<file path="src/servo_defines.vh">
/*
 * Constants for the VCR servo controller: widths, reset values, timing.
 * Assumes inclusion by bare name from the servo design file.
 */
`ifndef SERVO_DEFINES_VH
`define SERVO_DEFINES_VH
// ----------------------------------------------------------------------------
// Widths and reset values
// ----------------------------------------------------------------------------
`define CNT_W 16
`define CNT_RST 16'h0000
`define PWM_W 10
`define PWM_COARSE_W 7
`define PWM_FINE_W 3
`define PWM_SUBS 8
`define PWM_CH 4
`define RUN_W 8
// ----------------------------------------------------------------------------
// Timing: PWM count clock is the colour-subcarrier rate in kHz.
// ----------------------------------------------------------------------------
`define PWM_CLK_KHZ 3580
`define SYS_CLK_KHZ 125000
`define PWM_DIV ((`SYS_CLK_KHZ) / (`PWM_CLK_KHZ))
`define FSYNC_HIGH 2'h0
`define FSYNC_LOW 2'h1
`define FSYNC_HIZ 2'h2
`endif

</file>
<file path="src/vcr_servo_controller.v">
/*
 * Servo block of a video-recorder controller: speed and phase comparators,
 * head switching pulse with delay, false sync, dithered PWM, track duty
 * classifier and run counter.
 * Assumes all inputs synchronous to clock and the CPU side driving the
 * configuration ports as stable levels.
 */
`include "servo_defines.vh"
`timescale 1ns/100ps
`default_nettype none
// Behaviour
// - Drum speed pulse interval counted on reference clock, latched as speed error.
// - Drum phase pulse timed against vertical sync or reference clock, selectable.
// - Capstan speed pulse interval counted on reference clock, latched error.
// - Head switch compared to divided track or capstan speed pulse.
// - Head switch pulse set by drum phase pulse, cleared by the next drum speed pulse.
// - Head switch output delayed by programmed count through one-shot timer.
// - False sync drives high, low, high-impedance intervals from both head edges.
// - Four PWM channels, assignable by software to loops.
// - Each PWM value is 10 bits: 7 coarse, 3 fine.
// - Frame of eight sub-periods; fine value extends that many by one.
// - Sub-period repeats about 28 kHz at 3.579545 MHz count clock.
// - Each track pulse classified one or zero by duty ratio.
// - Consecutive ones counted and latched for CPU reading.
// - Duty classification driven onto index search pin.
// - Head amp and chroma switch outputs during special playback.
// - Head switch pin outputs generated signal or accepts external pulse.
module vcr_servo_controller #(
    parameter CNT_W = `CNT_W,
    parameter RUN_W = `RUN_W
)(
    // Clock and reset
    input wire clock,
    input wire resetn,
    // Sensor inputs
    input wire drum_speed_pulse_in,
    input wire drum_phase_pulse_in,
    input wire capstan_speed_pulse_in,
    input wire playback_track_input,
    input wire vsync_in,
    input wire ref_tick,
    // Head switch pin, three signals
    input wire head_switch_pin_in,
    output reg head_switch_pin_out,
    output reg head_switch_pin_oe,
    // Configuration from the CPU
    input wire phase_ref_sel_vsync,
    input wire cap_phase_sel_track,
    input wire [7:0] cap_phase_div,
    input wire head_switch_external,
    input wire [CNT_W-1:0] head_delay,
    input wire [CNT_W-1:0] fsync_high_len,
    input wire [CNT_W-1:0] fsync_low_len,
    input wire [CNT_W-1:0] duty_threshold,
    input wire special_playback,
    input wire [4*`PWM_W-1:0] pwm_value,
    // Status to the CPU
    output reg [CNT_W-1:0] drum_speed_error,
    output reg [CNT_W-1:0] drum_phase_error,
    output reg [CNT_W-1:0] capstan_speed_error,
    output reg [CNT_W-1:0] capstan_phase_error,
    output reg [RUN_W-1:0] run_count_latch,
    // Pins
    output reg head_switch_timing_pulse,
    output reg false_sync_output,
    output reg false_sync_oe,
    output reg [`PWM_CH-1:0] pwm_out,
    output reg index_search_detector,
    output reg head_amp_switch_out,
    output reg chroma_rotation_switch_out
);
// ----------------------------------------------------------------------------
// Edge detection
// ----------------------------------------------------------------------------
reg dfg_d_r, dpg_d_r, cfg_d_r, trk_d_r, vs_d_r, hsw_d_r, cpg_d_r;
wire dfg_rise = drum_speed_pulse_in & ~dfg_d_r;
wire dpg_rise = drum_phase_pulse_in & ~dpg_d_r;
wire cfg_rise = capstan_speed_pulse_in & ~cfg_d_r;
wire trk_rise = playback_track_input & ~trk_d_r;
wire trk_fall = ~playback_track_input & trk_d_r;
wire vs_rise = vsync_in & ~vs_d_r;
reg [CNT_W-1:0] dfg_cnt_r, dpg_cnt_r, cfg_cnt_r, cpg_cnt_r, trk_cnt_r;
reg [7:0] div_cnt_r;
reg cpg_r;
reg hsp_raw_r;
wire hsw_sel = head_switch_external ? head_switch_pin_in : head_switch_timing_pulse;
wire hsw_edge = hsw_sel ^ hsw_d_r;
wire div_src = cap_phase_sel_track ? trk_rise : cfg_rise;
wire phase_ref = phase_ref_sel_vsync ? vs_rise : ref_tick;

function [CNT_W-1:0] inc_sat;
    input [CNT_W-1:0] v;
    begin
        inc_sat = (&v) ? v : v + 1'b1;
    end
endfunction
// ----------------------------------------------------------------------------
// Comparators
// ----------------------------------------------------------------------------
always @(posedge clock or negedge resetn)
begin
    if (!resetn)
    begin
        {dfg_d_r, dpg_d_r, cfg_d_r, trk_d_r, vs_d_r, hsw_d_r, cpg_d_r} <= 7'h00;
        dfg_cnt_r <= `CNT_RST; dpg_cnt_r <= `CNT_RST; cfg_cnt_r <= `CNT_RST;
        cpg_cnt_r <= `CNT_RST;
        drum_speed_error <= `CNT_RST; drum_phase_error <= `CNT_RST;
        capstan_speed_error <= `CNT_RST; capstan_phase_error <= `CNT_RST;
        div_cnt_r <= 8'h00;
        cpg_r <= 1'b0;
    end
    else
    begin
        dfg_d_r <= drum_speed_pulse_in;
        dpg_d_r <= drum_phase_pulse_in;
        cfg_d_r <= capstan_speed_pulse_in;
        trk_d_r <= playback_track_input;
        vs_d_r <= vsync_in;
        hsw_d_r <= hsw_sel;
        cpg_d_r <= cpg_r;
        // Interval counts advance on reference ticks; errors latch at the edge.
        if (dfg_rise)
        begin
            // A tick that lands on the edge still belongs to the closing interval.
            drum_speed_error <= ref_tick ? inc_sat(dfg_cnt_r) : dfg_cnt_r;
            dfg_cnt_r <= `CNT_RST;
        end
        else if (ref_tick)
            dfg_cnt_r <= inc_sat(dfg_cnt_r);
        if (cfg_rise)
        begin
            capstan_speed_error <= ref_tick ? inc_sat(cfg_cnt_r) : cfg_cnt_r;
            cfg_cnt_r <= `CNT_RST;
        end
        else if (ref_tick)
            cfg_cnt_r <= inc_sat(cfg_cnt_r);
        // Phase count restarts at the chosen reference and is read at the phase pulse.
        if (dpg_rise)
            drum_phase_error <= dpg_cnt_r;
        // Restarting at one makes the latched value the full cycle distance.
        if (phase_ref)
            dpg_cnt_r <= {{(CNT_W-1){1'b0}}, 1'b1};
        else
            dpg_cnt_r <= inc_sat(dpg_cnt_r);
        // Divider producing the capstan phase pulse.
        cpg_r <= 1'b0;
        if (div_src)
        begin
            if (div_cnt_r >= cap_phase_div)
            begin
                div_cnt_r <= 8'h00;
                cpg_r <= 1'b1;
            end
            else
                div_cnt_r <= div_cnt_r + 8'h01;
        end
        if (hsw_edge & hsw_sel)
            cpg_cnt_r <= `CNT_RST;
        else
            cpg_cnt_r <= inc_sat(cpg_cnt_r);
        if (cpg_r & ~cpg_d_r)
            capstan_phase_error <= cpg_cnt_r;
    end
end
// ----------------------------------------------------------------------------
// Head switching, delay one-shot, false sync, special playback switches
// ----------------------------------------------------------------------------
reg [CNT_W-1:0] dly_cnt_r, fs_cnt_r;
reg dly_busy_r;
reg [1:0] fs_state_r;
always @(posedge clock or negedge resetn)
begin
    if (!resetn)
    begin
        hsp_raw_r <= 1'b0; dly_cnt_r <= `CNT_RST; dly_busy_r <= 1'b0;
        head_switch_timing_pulse <= 1'b0;
        head_switch_pin_out <= 1'b0; head_switch_pin_oe <= 1'b0;
        fs_cnt_r <= `CNT_RST; fs_state_r <= `FSYNC_HIZ;
        false_sync_output <= 1'b0; false_sync_oe <= 1'b0;
        head_amp_switch_out <= 1'b0; chroma_rotation_switch_out <= 1'b0;
    end
    else
    begin
        // Speed pulses are counted only implicitly; the revolution pulse sets the head.
        if (dpg_rise)
        begin
            hsp_raw_r <= 1'b1;
            dly_cnt_r <= head_delay;
            dly_busy_r <= 1'b1;
        end
        else if (dfg_rise & hsp_raw_r)
        begin
            hsp_raw_r <= 1'b0;
            dly_cnt_r <= head_delay;
            dly_busy_r <= 1'b1;
        end
        else if (dly_busy_r)
        begin
            if (dly_cnt_r == `CNT_RST)
            begin
                dly_busy_r <= 1'b0;
                head_switch_timing_pulse <= hsp_raw_r;
            end
            else
                dly_cnt_r <= dly_cnt_r - 1'b1;
        end
        head_switch_pin_out <= head_switch_timing_pulse;
        head_switch_pin_oe <= ~head_switch_external;
        // Each head edge starts high, then low, then releases the pin.
        case (fs_state_r)
        `FSYNC_HIGH:
            if (fs_cnt_r >= fsync_high_len)
            begin
                fs_state_r <= `FSYNC_LOW;
                fs_cnt_r <= `CNT_RST;
            end
            else
                fs_cnt_r <= fs_cnt_r + 1'b1;
        `FSYNC_LOW:
            if (fs_cnt_r >= fsync_low_len)
                fs_state_r <= `FSYNC_HIZ;
            else
                fs_cnt_r <= fs_cnt_r + 1'b1;
        default:
            fs_cnt_r <= `CNT_RST;
        endcase
        if (hsw_edge)
        begin
            fs_state_r <= `FSYNC_HIGH;
            fs_cnt_r <= `CNT_RST;
        end
        false_sync_output <= (fs_state_r == `FSYNC_HIGH);
        false_sync_oe <= (fs_state_r != `FSYNC_HIZ);
        head_amp_switch_out <= special_playback & hsw_sel;
        chroma_rotation_switch_out <= special_playback & ~hsw_sel;
    end
end
// ----------------------------------------------------------------------------
// Track duty classifier and run counter
// ----------------------------------------------------------------------------
reg [RUN_W-1:0] run_r;
wire trk_one = trk_cnt_r > duty_threshold;
always @(posedge clock or negedge resetn)
begin
    if (!resetn)
    begin
        trk_cnt_r <= `CNT_RST; run_r <= {RUN_W{1'b0}};
        run_count_latch <= {RUN_W{1'b0}}; index_search_detector <= 1'b0;
    end
    else
    begin
        if (trk_rise)
            trk_cnt_r <= `CNT_RST;
        else if (playback_track_input)
            trk_cnt_r <= inc_sat(trk_cnt_r);
        if (trk_fall)
        begin
            index_search_detector <= trk_one;
            if (trk_one)
                run_r <= run_r + 1'b1;
            else
            begin
                run_count_latch <= run_r;
                run_r <= {RUN_W{1'b0}};
            end
        end
    end
end
// ----------------------------------------------------------------------------
// PWM: divider enable, coarse counter, sub-period index, frame-latched values
// ----------------------------------------------------------------------------
// Divider makes the count enable; 128 counts per sub-period gives about 28 kHz.
reg [7:0] div_r;
reg [`PWM_COARSE_W-1:0] pcnt_r;
reg [2:0] sub_r;
reg [4*`PWM_W-1:0] pwm_act_r;
integer i;
always @(posedge clock or negedge resetn)
begin
    if (!resetn)
    begin
        div_r <= 8'h00; pcnt_r <= 7'h00; sub_r <= 3'h0;
        pwm_act_r <= 40'h0; pwm_out <= 4'h0;
    end
    else
    begin
        if (div_r >= `PWM_DIV - 1)
        begin
            div_r <= 8'h00;
            pcnt_r <= pcnt_r + 7'h01;
            if (&pcnt_r)
            begin
                sub_r <= sub_r + 3'h1;
                if (&sub_r)
                    pwm_act_r <= pwm_value;
            end
        end
        else
            div_r <= div_r + 8'h01;
        for (i = 0; i < `PWM_CH; i = i + 1)
            pwm_out[i] <= ({1'b0, pcnt_r} < ({1'b0, pwm_act_r[i*10+3 +: 7]}
                + {7'h00, (sub_r < pwm_act_r[i*10 +: 3])}));
    end
end
endmodule // vcr_servo_controller
`default_nettype wire
</file>
<file path="config.mk">
export PLATFORM = sky130hd
export DESIGN_NAME = vcr_servo_controller
export DESIGN_NICKNAME = d
export VERILOG_FILES = /design/src/vcr_servo_controller.v
export VERILOG_INCLUDE_DIRS = /design/src /design/src/src
export SDC_FILE = /design/constraint.sdc
export NUM_CORES = 1
export LEC_CHECK = 0
export ABC_AREA = 1
export BUFFER_PORTS_ARGS = -buffer_cell sky130_fd_sc_hd__buf_2
export CAP_MARGIN = 10
export CORE_ASPECT_RATIO = 1.75
export CORE_MARGIN = 4
export CORE_UTILIZATION = 63
export CTS_CLUSTER_SIZE = 14
export DETAILED_ROUTE_END_ITERATION = 10
export GPL_ROUTABILITY_DRIVEN = 1
export PLACE_DENSITY = 0.95
export RECOVER_POWER = 25
export SETUP_SLACK_MARGIN = 0.5
export SLEW_MARGIN = 20
export SYNTH_ARGS = -nofsm -noshare
export SYNTH_HDL_FRONTEND = slang
export SYNTH_SLANG_ARGS = --single-unit
</file>
<file path="constraint.sdc">
create_clock -name clock -period 6 [get_ports clock]
set_input_delay 1.2 -clock clock [delete_from_list [all_inputs] [get_ports clock]]
set_output_delay 1.2 -clock clock [all_outputs]
set_load 0.005 [all_outputs]
</file>
## Word-level counts from Yosys, hierarchy flattened

Cells that the tools add are included.

| word-level totals | value |
|---|---|
| latch bits | 0 |
| output and inout port bits | 84 |
| flip-flop bits (word level) | 282 |
| logic and storage cells | 157 |
| input bits | 125 |
| memory bits (read-only) | 0 |
| RAM bits | 0 |
| memories kept | 0 |

| operators by class | value |
|---|---|
| shifts and indexed selects | 0 |
| divide/modulo/power cells | 0 |
| add/subtract/negate cells | 16 |
| reduce and logical (&&, ||, !) cells | 18 |
| mux-type cells | 39 |
| multipliers | 0 |
| $lt $le $gt $ge | 13 |
| eq/ne operators | 9 |
| bitwise gates (word level) | 24 |

Operators with widths:

| operator | number |
|---|---|
| $mux 16 | 20 |
| $add 16x1->16 const B | 6 |
| $reduce_and 16->1 | 5 |
| $add 7x1->8 | 4 |
| $ge 16x16->1 | 2 |
| $lt 7x8->1 | 4 |
| $pmux 16 s2 | 1 |
| $add 8x1->8 const B | 3 |
| $mux 8 | 3 |
| $gt 16x16->1 | 1 |
| $logic_not 16->1 | 1 |
| $sub 16x1->16 const B | 1 |
| $lt 3x3->1 | 4 |
| $ne 3x3->1 const B | 4 |
| $not 1->1 | 12 |
| $and 1x1->1 | 11 |
| $mux 1 | 11 |
| $reduce_and 11->1 | 1 |
| $ge 8x6->1 const B | 1 |
| $ge 8x8->1 | 1 |
| $ne 2x2->1 const B | 4 |
| $reduce_and 8->1 | 1 |
| $add 7x1->7 const B | 1 |
| $mux 2 | 3 |
| other kinds (10) | 14 |

## Longest topological paths before layout

| logic depth | value |
|---|---|
| depth in word-level cells | 5 |
| mapped depth | 17 |
| mapped depth without buffers | 16 |

## Worst setup path before layout

OpenSTA, ideal clock, no wires.

| timing path | value |
|---|---|
| path type | input-to-reg |
| from | input head_switch_external |
| to | register fs_cnt_r[15] |
| data required time | 5.887 ns |
| stages on the path | 15 |
| arrival | 2.796 ns |
| setup time | 0.113 ns |
| buffers on the path | 1 |
| setup slack | 3.091 ns |
| path through | inv_1 -> or2_2 -> o21ai_0 -> inv_1 -> ha_1 -> inv_1 -> nor2_2 -> inv_1 -> nor2_1 -> nand2_2 -> buf_6 -> nand3_1 -> nand2_1 -> nand2_1 -> inv_1 |

| on the way | value |
|---|---|
| longest elaborated chain between the ends | 3 |
| elaborated cells on any way between the ends | 4 |
| classes of those cells | eq/ne: 1; mux: 2; bitwise: 1 |

RTL lines:

| item | line | text |
|---|---|---|
| start: declaration | vcr_servo_controller.v:50 | `input wire head_switch_external,` |
| $mux 1 * | vcr_servo_controller.v:86 | `wire hsw_sel = head_switch_external ? head_switch_pin_in : head_switch_timing_pulse;` |
| via hsw_sel | vcr_servo_controller.v:86 |  |
| $xor 1x1->1 * | vcr_servo_controller.v:87 | `wire hsw_edge = hsw_sel ^ hsw_d_r;` |
| $ne 3x3->1 (no line) or $mux 16 (tied branches) | - |  |
| end signal: assignment | vcr_servo_controller.v:178 | `` fs_cnt_r <= `CNT_RST; fs_state_r <= `FSYNC_HIZ; `` |
| end signal: assignment | vcr_servo_controller.v:215 | `` fs_cnt_r <= `CNT_RST; `` |
| end signal: assignment | vcr_servo_controller.v:218 | `fs_cnt_r <= fs_cnt_r + 1'b1;` |
| end: declaration | vcr_servo_controller.v:168 | `reg [CNT_W-1:0] dly_cnt_r, fs_cnt_r;` |

The timed path passes the listed nets; every way through them passes the cells marked *.
A chain may end at the register's enable or synchronous reset.

==> impl_metrics.csv <==
group,metric,value,unit
run_status,status,"finished, violations left",
run_status,violations,"max-capacitance violations, max-slew violations",
timing,fmax,275,MHz
clock_tree,path_clk_slew,0.06,ns
clock_tree,clockBufferDepth,3,
floorplanning,die_h,218,µm
power_and_ir_drop,power,4690,µW
global_routing,grt-ovfl-total,0,
timing,period_minus_slack,3.64,ns
floorplanning,die-area,0.0279,mm²
global_routing,grt_use_total,27.7,%
drt,drc,0,
logic_synthesis,synth-edff-count,0,
clock_tree,clock_latency,0.55,ns
timing,hold_viol_final,0,
final_layout,nNetsFinal,2378,
drt,final_antenna_net_count,0,
final_layout,antenna_cells,0,
final_layout,drive_above_1_share,14.7,%
job,cap_viol_max_count,1,
placement,port_buffers,208,
final_layout,post-route-util,72.6,%
global_routing,grt_pass1_wl,64.5,mm
logic_synthesis,synth_seq_cells,282,
drt,first_pass_iters,5,
logic_synthesis,synth_simple_gate_area_share,24.1,%
timing,slew_headroom,-98.4,%
clock_tree,cts.sinks,282,
logic_synthesis,synth_cell_types,62,
worst_setup_path,cp-end-kind,"asynchronous set/reset pin",
timing,worstMarginPinSlew,2.98,ns
clock_tree,cts_hold_buf,0,
power_and_ir_drop,p_leak,0.00957,µW
logic_synthesis,syn_area,0.0159,mm²
worst_setup_path,r2r_slack,2.94,ns
global_routing,grt_max_degree,119,
floorplanning,pin_count,209,
logic_synthesis,yosysSeqAreaShare,44.5,%
logic_synthesis,ys_warn_count,0,
logic_synthesis,synth_fa_ha_area_share,8.75,%
placement,place_inst,2425,
final_layout,fin_cells,2472,
logic_synthesis,synthFlopType,"dfrtp_1",
clock_tree,cts_tree,"done",
global_routing,grt_pass1_vias,14400,
worst_setup_path,crit_buf_inv,2,
power_and_ir_drop,max-vdd-ir-drop,263,µV
drt,wl,38.6,mm
logic_synthesis,avgSynthCellArea,8.18,µm²
power_and_ir_drop,powerDensity,261,mW/mm²
timing,tns,0,ns
worst_setup_path,reg2reg_depth,10,
floorplanning,rows,76,
timing,drv_slew,118,
logic_synthesis,synth_compound_area_share,10.4,%
worst_setup_path,reg2reg_to,"fs_cnt_r[4]$_DFFE_PN0P_",
timing,rsz0062_at_grt,"no",
worst_setup_path,endpoint,"cfg_cnt_r[3]$_DFF_PN0_",
logic_synthesis,syn_inst,1940,
final_layout,areaGrowthSynthToFinish,13.1,%
worst_setup_path,slowest_stage,"clkbuf_2",
placement,dp_hpwl,28.3,mm
clock_tree,cts_root_buf,"clkbuf_16",
logic_synthesis,synthMuxAreaShare,0.418,%
floorplanning,start_util,64.2,%
worst_setup_path,startpoint,"resetn",
global_routing,grt_antenna_before_repair,0,
floorplanning,fp.coreArea,0.0247,mm²
clock_tree,cts_setup_buffers,0,
worst_setup_path,critPathKind,"input port to asynchronous set/reset pin",
worst_setup_path,critPathMaxStageDelay,2.00,ns
logic_synthesis,synth_top_family_by_area,"simple AND/OR/NAND/NOR gates",
worst_setup_path,critPathMaxFanout,118,
worst_setup_path,path_depth,2,
clock_tree,htree_num_levels,1,
final_layout,layout_commonest_cell,"nand2_1",
worst_setup_path,required,6.61,ns
timing,hold_ws,0.395,ns
clock_tree,ctsResizeCount,0,
worst_setup_path,cpLargestDelayFamily,"buffers and inverters",
logic_synthesis,synth-xor-area-share,3.86,%
drt,wl_per_cell,15.6,µm
worst_setup_path,crit_chain,"clkbuf_2, buf_4",
clock_tree,numCtsBuffers,27,
placement,gp_congestion,0.926,
floorplanning,die_width,128,µm
drt,num_vias,14100,
timing,finalSetupViolCount,0,
drt,drtIter0Drc,881,
hold_path,hold_class,"flip-flop to flip-flop",
drt,avgViaCountPerCell,5.68,
timing,clock_skew,0.0262,ns
final_layout,final_cell_mix,"nand2_1, dfrtp_1, inv_1, buf_2, o21ai_0",
worst_setup_path,worstSetupStartpointType,"input port",
logic_synthesis,async_flop_share,100,%
timing,min_period_over_period,60.7,%
worst_setup_path,arrival,4.25,ns
worst_setup_path,rr_startpoint,"head_switch_timing_pulse$_DFFE_PN0P_",
-- power breakdown --
group	internal (µW)	switching [µW]	total [µW]
Clock	916	732	1650
Sequential	2050	178	2220
Combinational	328	488	816
Total	3290	1400	4690
-- cell type report --
type	count	area, µm²
flip-flops and latches	282	7060
clock inverters	8	61.3
inverters	280	1050
fillers	1737	6780
multi-input cells	1340	7520
repair buffers	211	1070
well taps	312	390
clock buffers	39	791
-- layer usage --
metal | track usage [%] | up-vias | part of all wire, %
met4 | 15.4 | 0 | 5.7
met2 | 51.8 | 531 | 54
met3 | 3.63 | 163 | 5.2
met5 | 0 | - | 0
met1 | 29.4 | 6663 | 35
li1 | - | 6693 | -
-- sequential cells by signal (all words and copies together) (netlist names), 2 cells and up --
| register | count |
|---|---|
| div_cnt_r | 8 |
| dfg_cnt_r | 16 |
| cfg_cnt_r | 16 |
| capstan_speed_error | 16 |
| capstan_phase_error | 16 |
| sub_r | 3 |
| pcnt_r | 7 |
| cpg_cnt_r | 16 |
| dpg_cnt_r | 16 |
| pwm_act_r | 40 |
| pwm_out | 4 |
| trk_cnt_r | 16 |
| run_count_latch | 8 |
| fs_cnt_r | 16 |
| run_r | 8 |
| dly_cnt_r | 16 |
| drum_speed_error | 16 |
| fs_state_r | 2 |
| div_r | 8 |
| drum_phase_error | 16 |
-- cell families after synthesis --
family | count (synthesis)
AND/OR/NAND/NOR | 851
buffers and inverters | 319
AO/OA/AOI/OAI | 300
flip-flops | 282
adder cells (fa/ha/maj) | 111
XOR/XNOR | 70
multiplexers | 6
other | 1
-- cells in the mapped netlist (all sizes together), types with 20 or more instances --
master,number,area (µm²)
nor3,38,211
ha,111,1390
nand4,33,249
inv,280,1050
a21oi,80,400
clkbuf,20,90.1
o21ai,179,941
nor2,177,734
dfrtp,281,7030
nand2,445,1710
nand3,123,658
xor2,55,482
-- per-stage QoR --
| stage | setup WS [ns] | instance area (µm²) |
|---|---|---|
| 2_1_floorplan | 3.09 | 15900 |
| 3_3_place_gp | 2.17 | 17100 |
| 3_5_place_dp | 1.99 | 17100 |
| 4_1_cts | 2.57 | 18000 |
| 5_1_grt | 1.81 | 17900 |
| 6_report | 2.36 | 17900 |
-- how the worst min path moves through the flow --
stage,from,endpoint,slack (ns),cells past startpoint
after CTS,cpg_r$_DFF_PN0_,cpg_d_r$_DFF_PN0_,0.40,0
after global routing,cpg_r$_DFF_PN0_,cpg_d_r$_DFF_PN0_,0.40,0
after detailed placement,cpg_r$_DFF_PN0_,cpg_d_r$_DFF_PN0_,0.36,0
after global placement,cpg_r$_DFF_PN0_,cpg_d_r$_DFF_PN0_,0.36,0
after floorplan,cpg_r$_DFF_PN0_,cpg_d_r$_DFF_PN0_,0.35,0
final,cpg_r$_DFF_PN0_,cpg_d_r$_DFF_PN0_,0.39,0
Note: power is estimated with default switching activity, not from simulation.
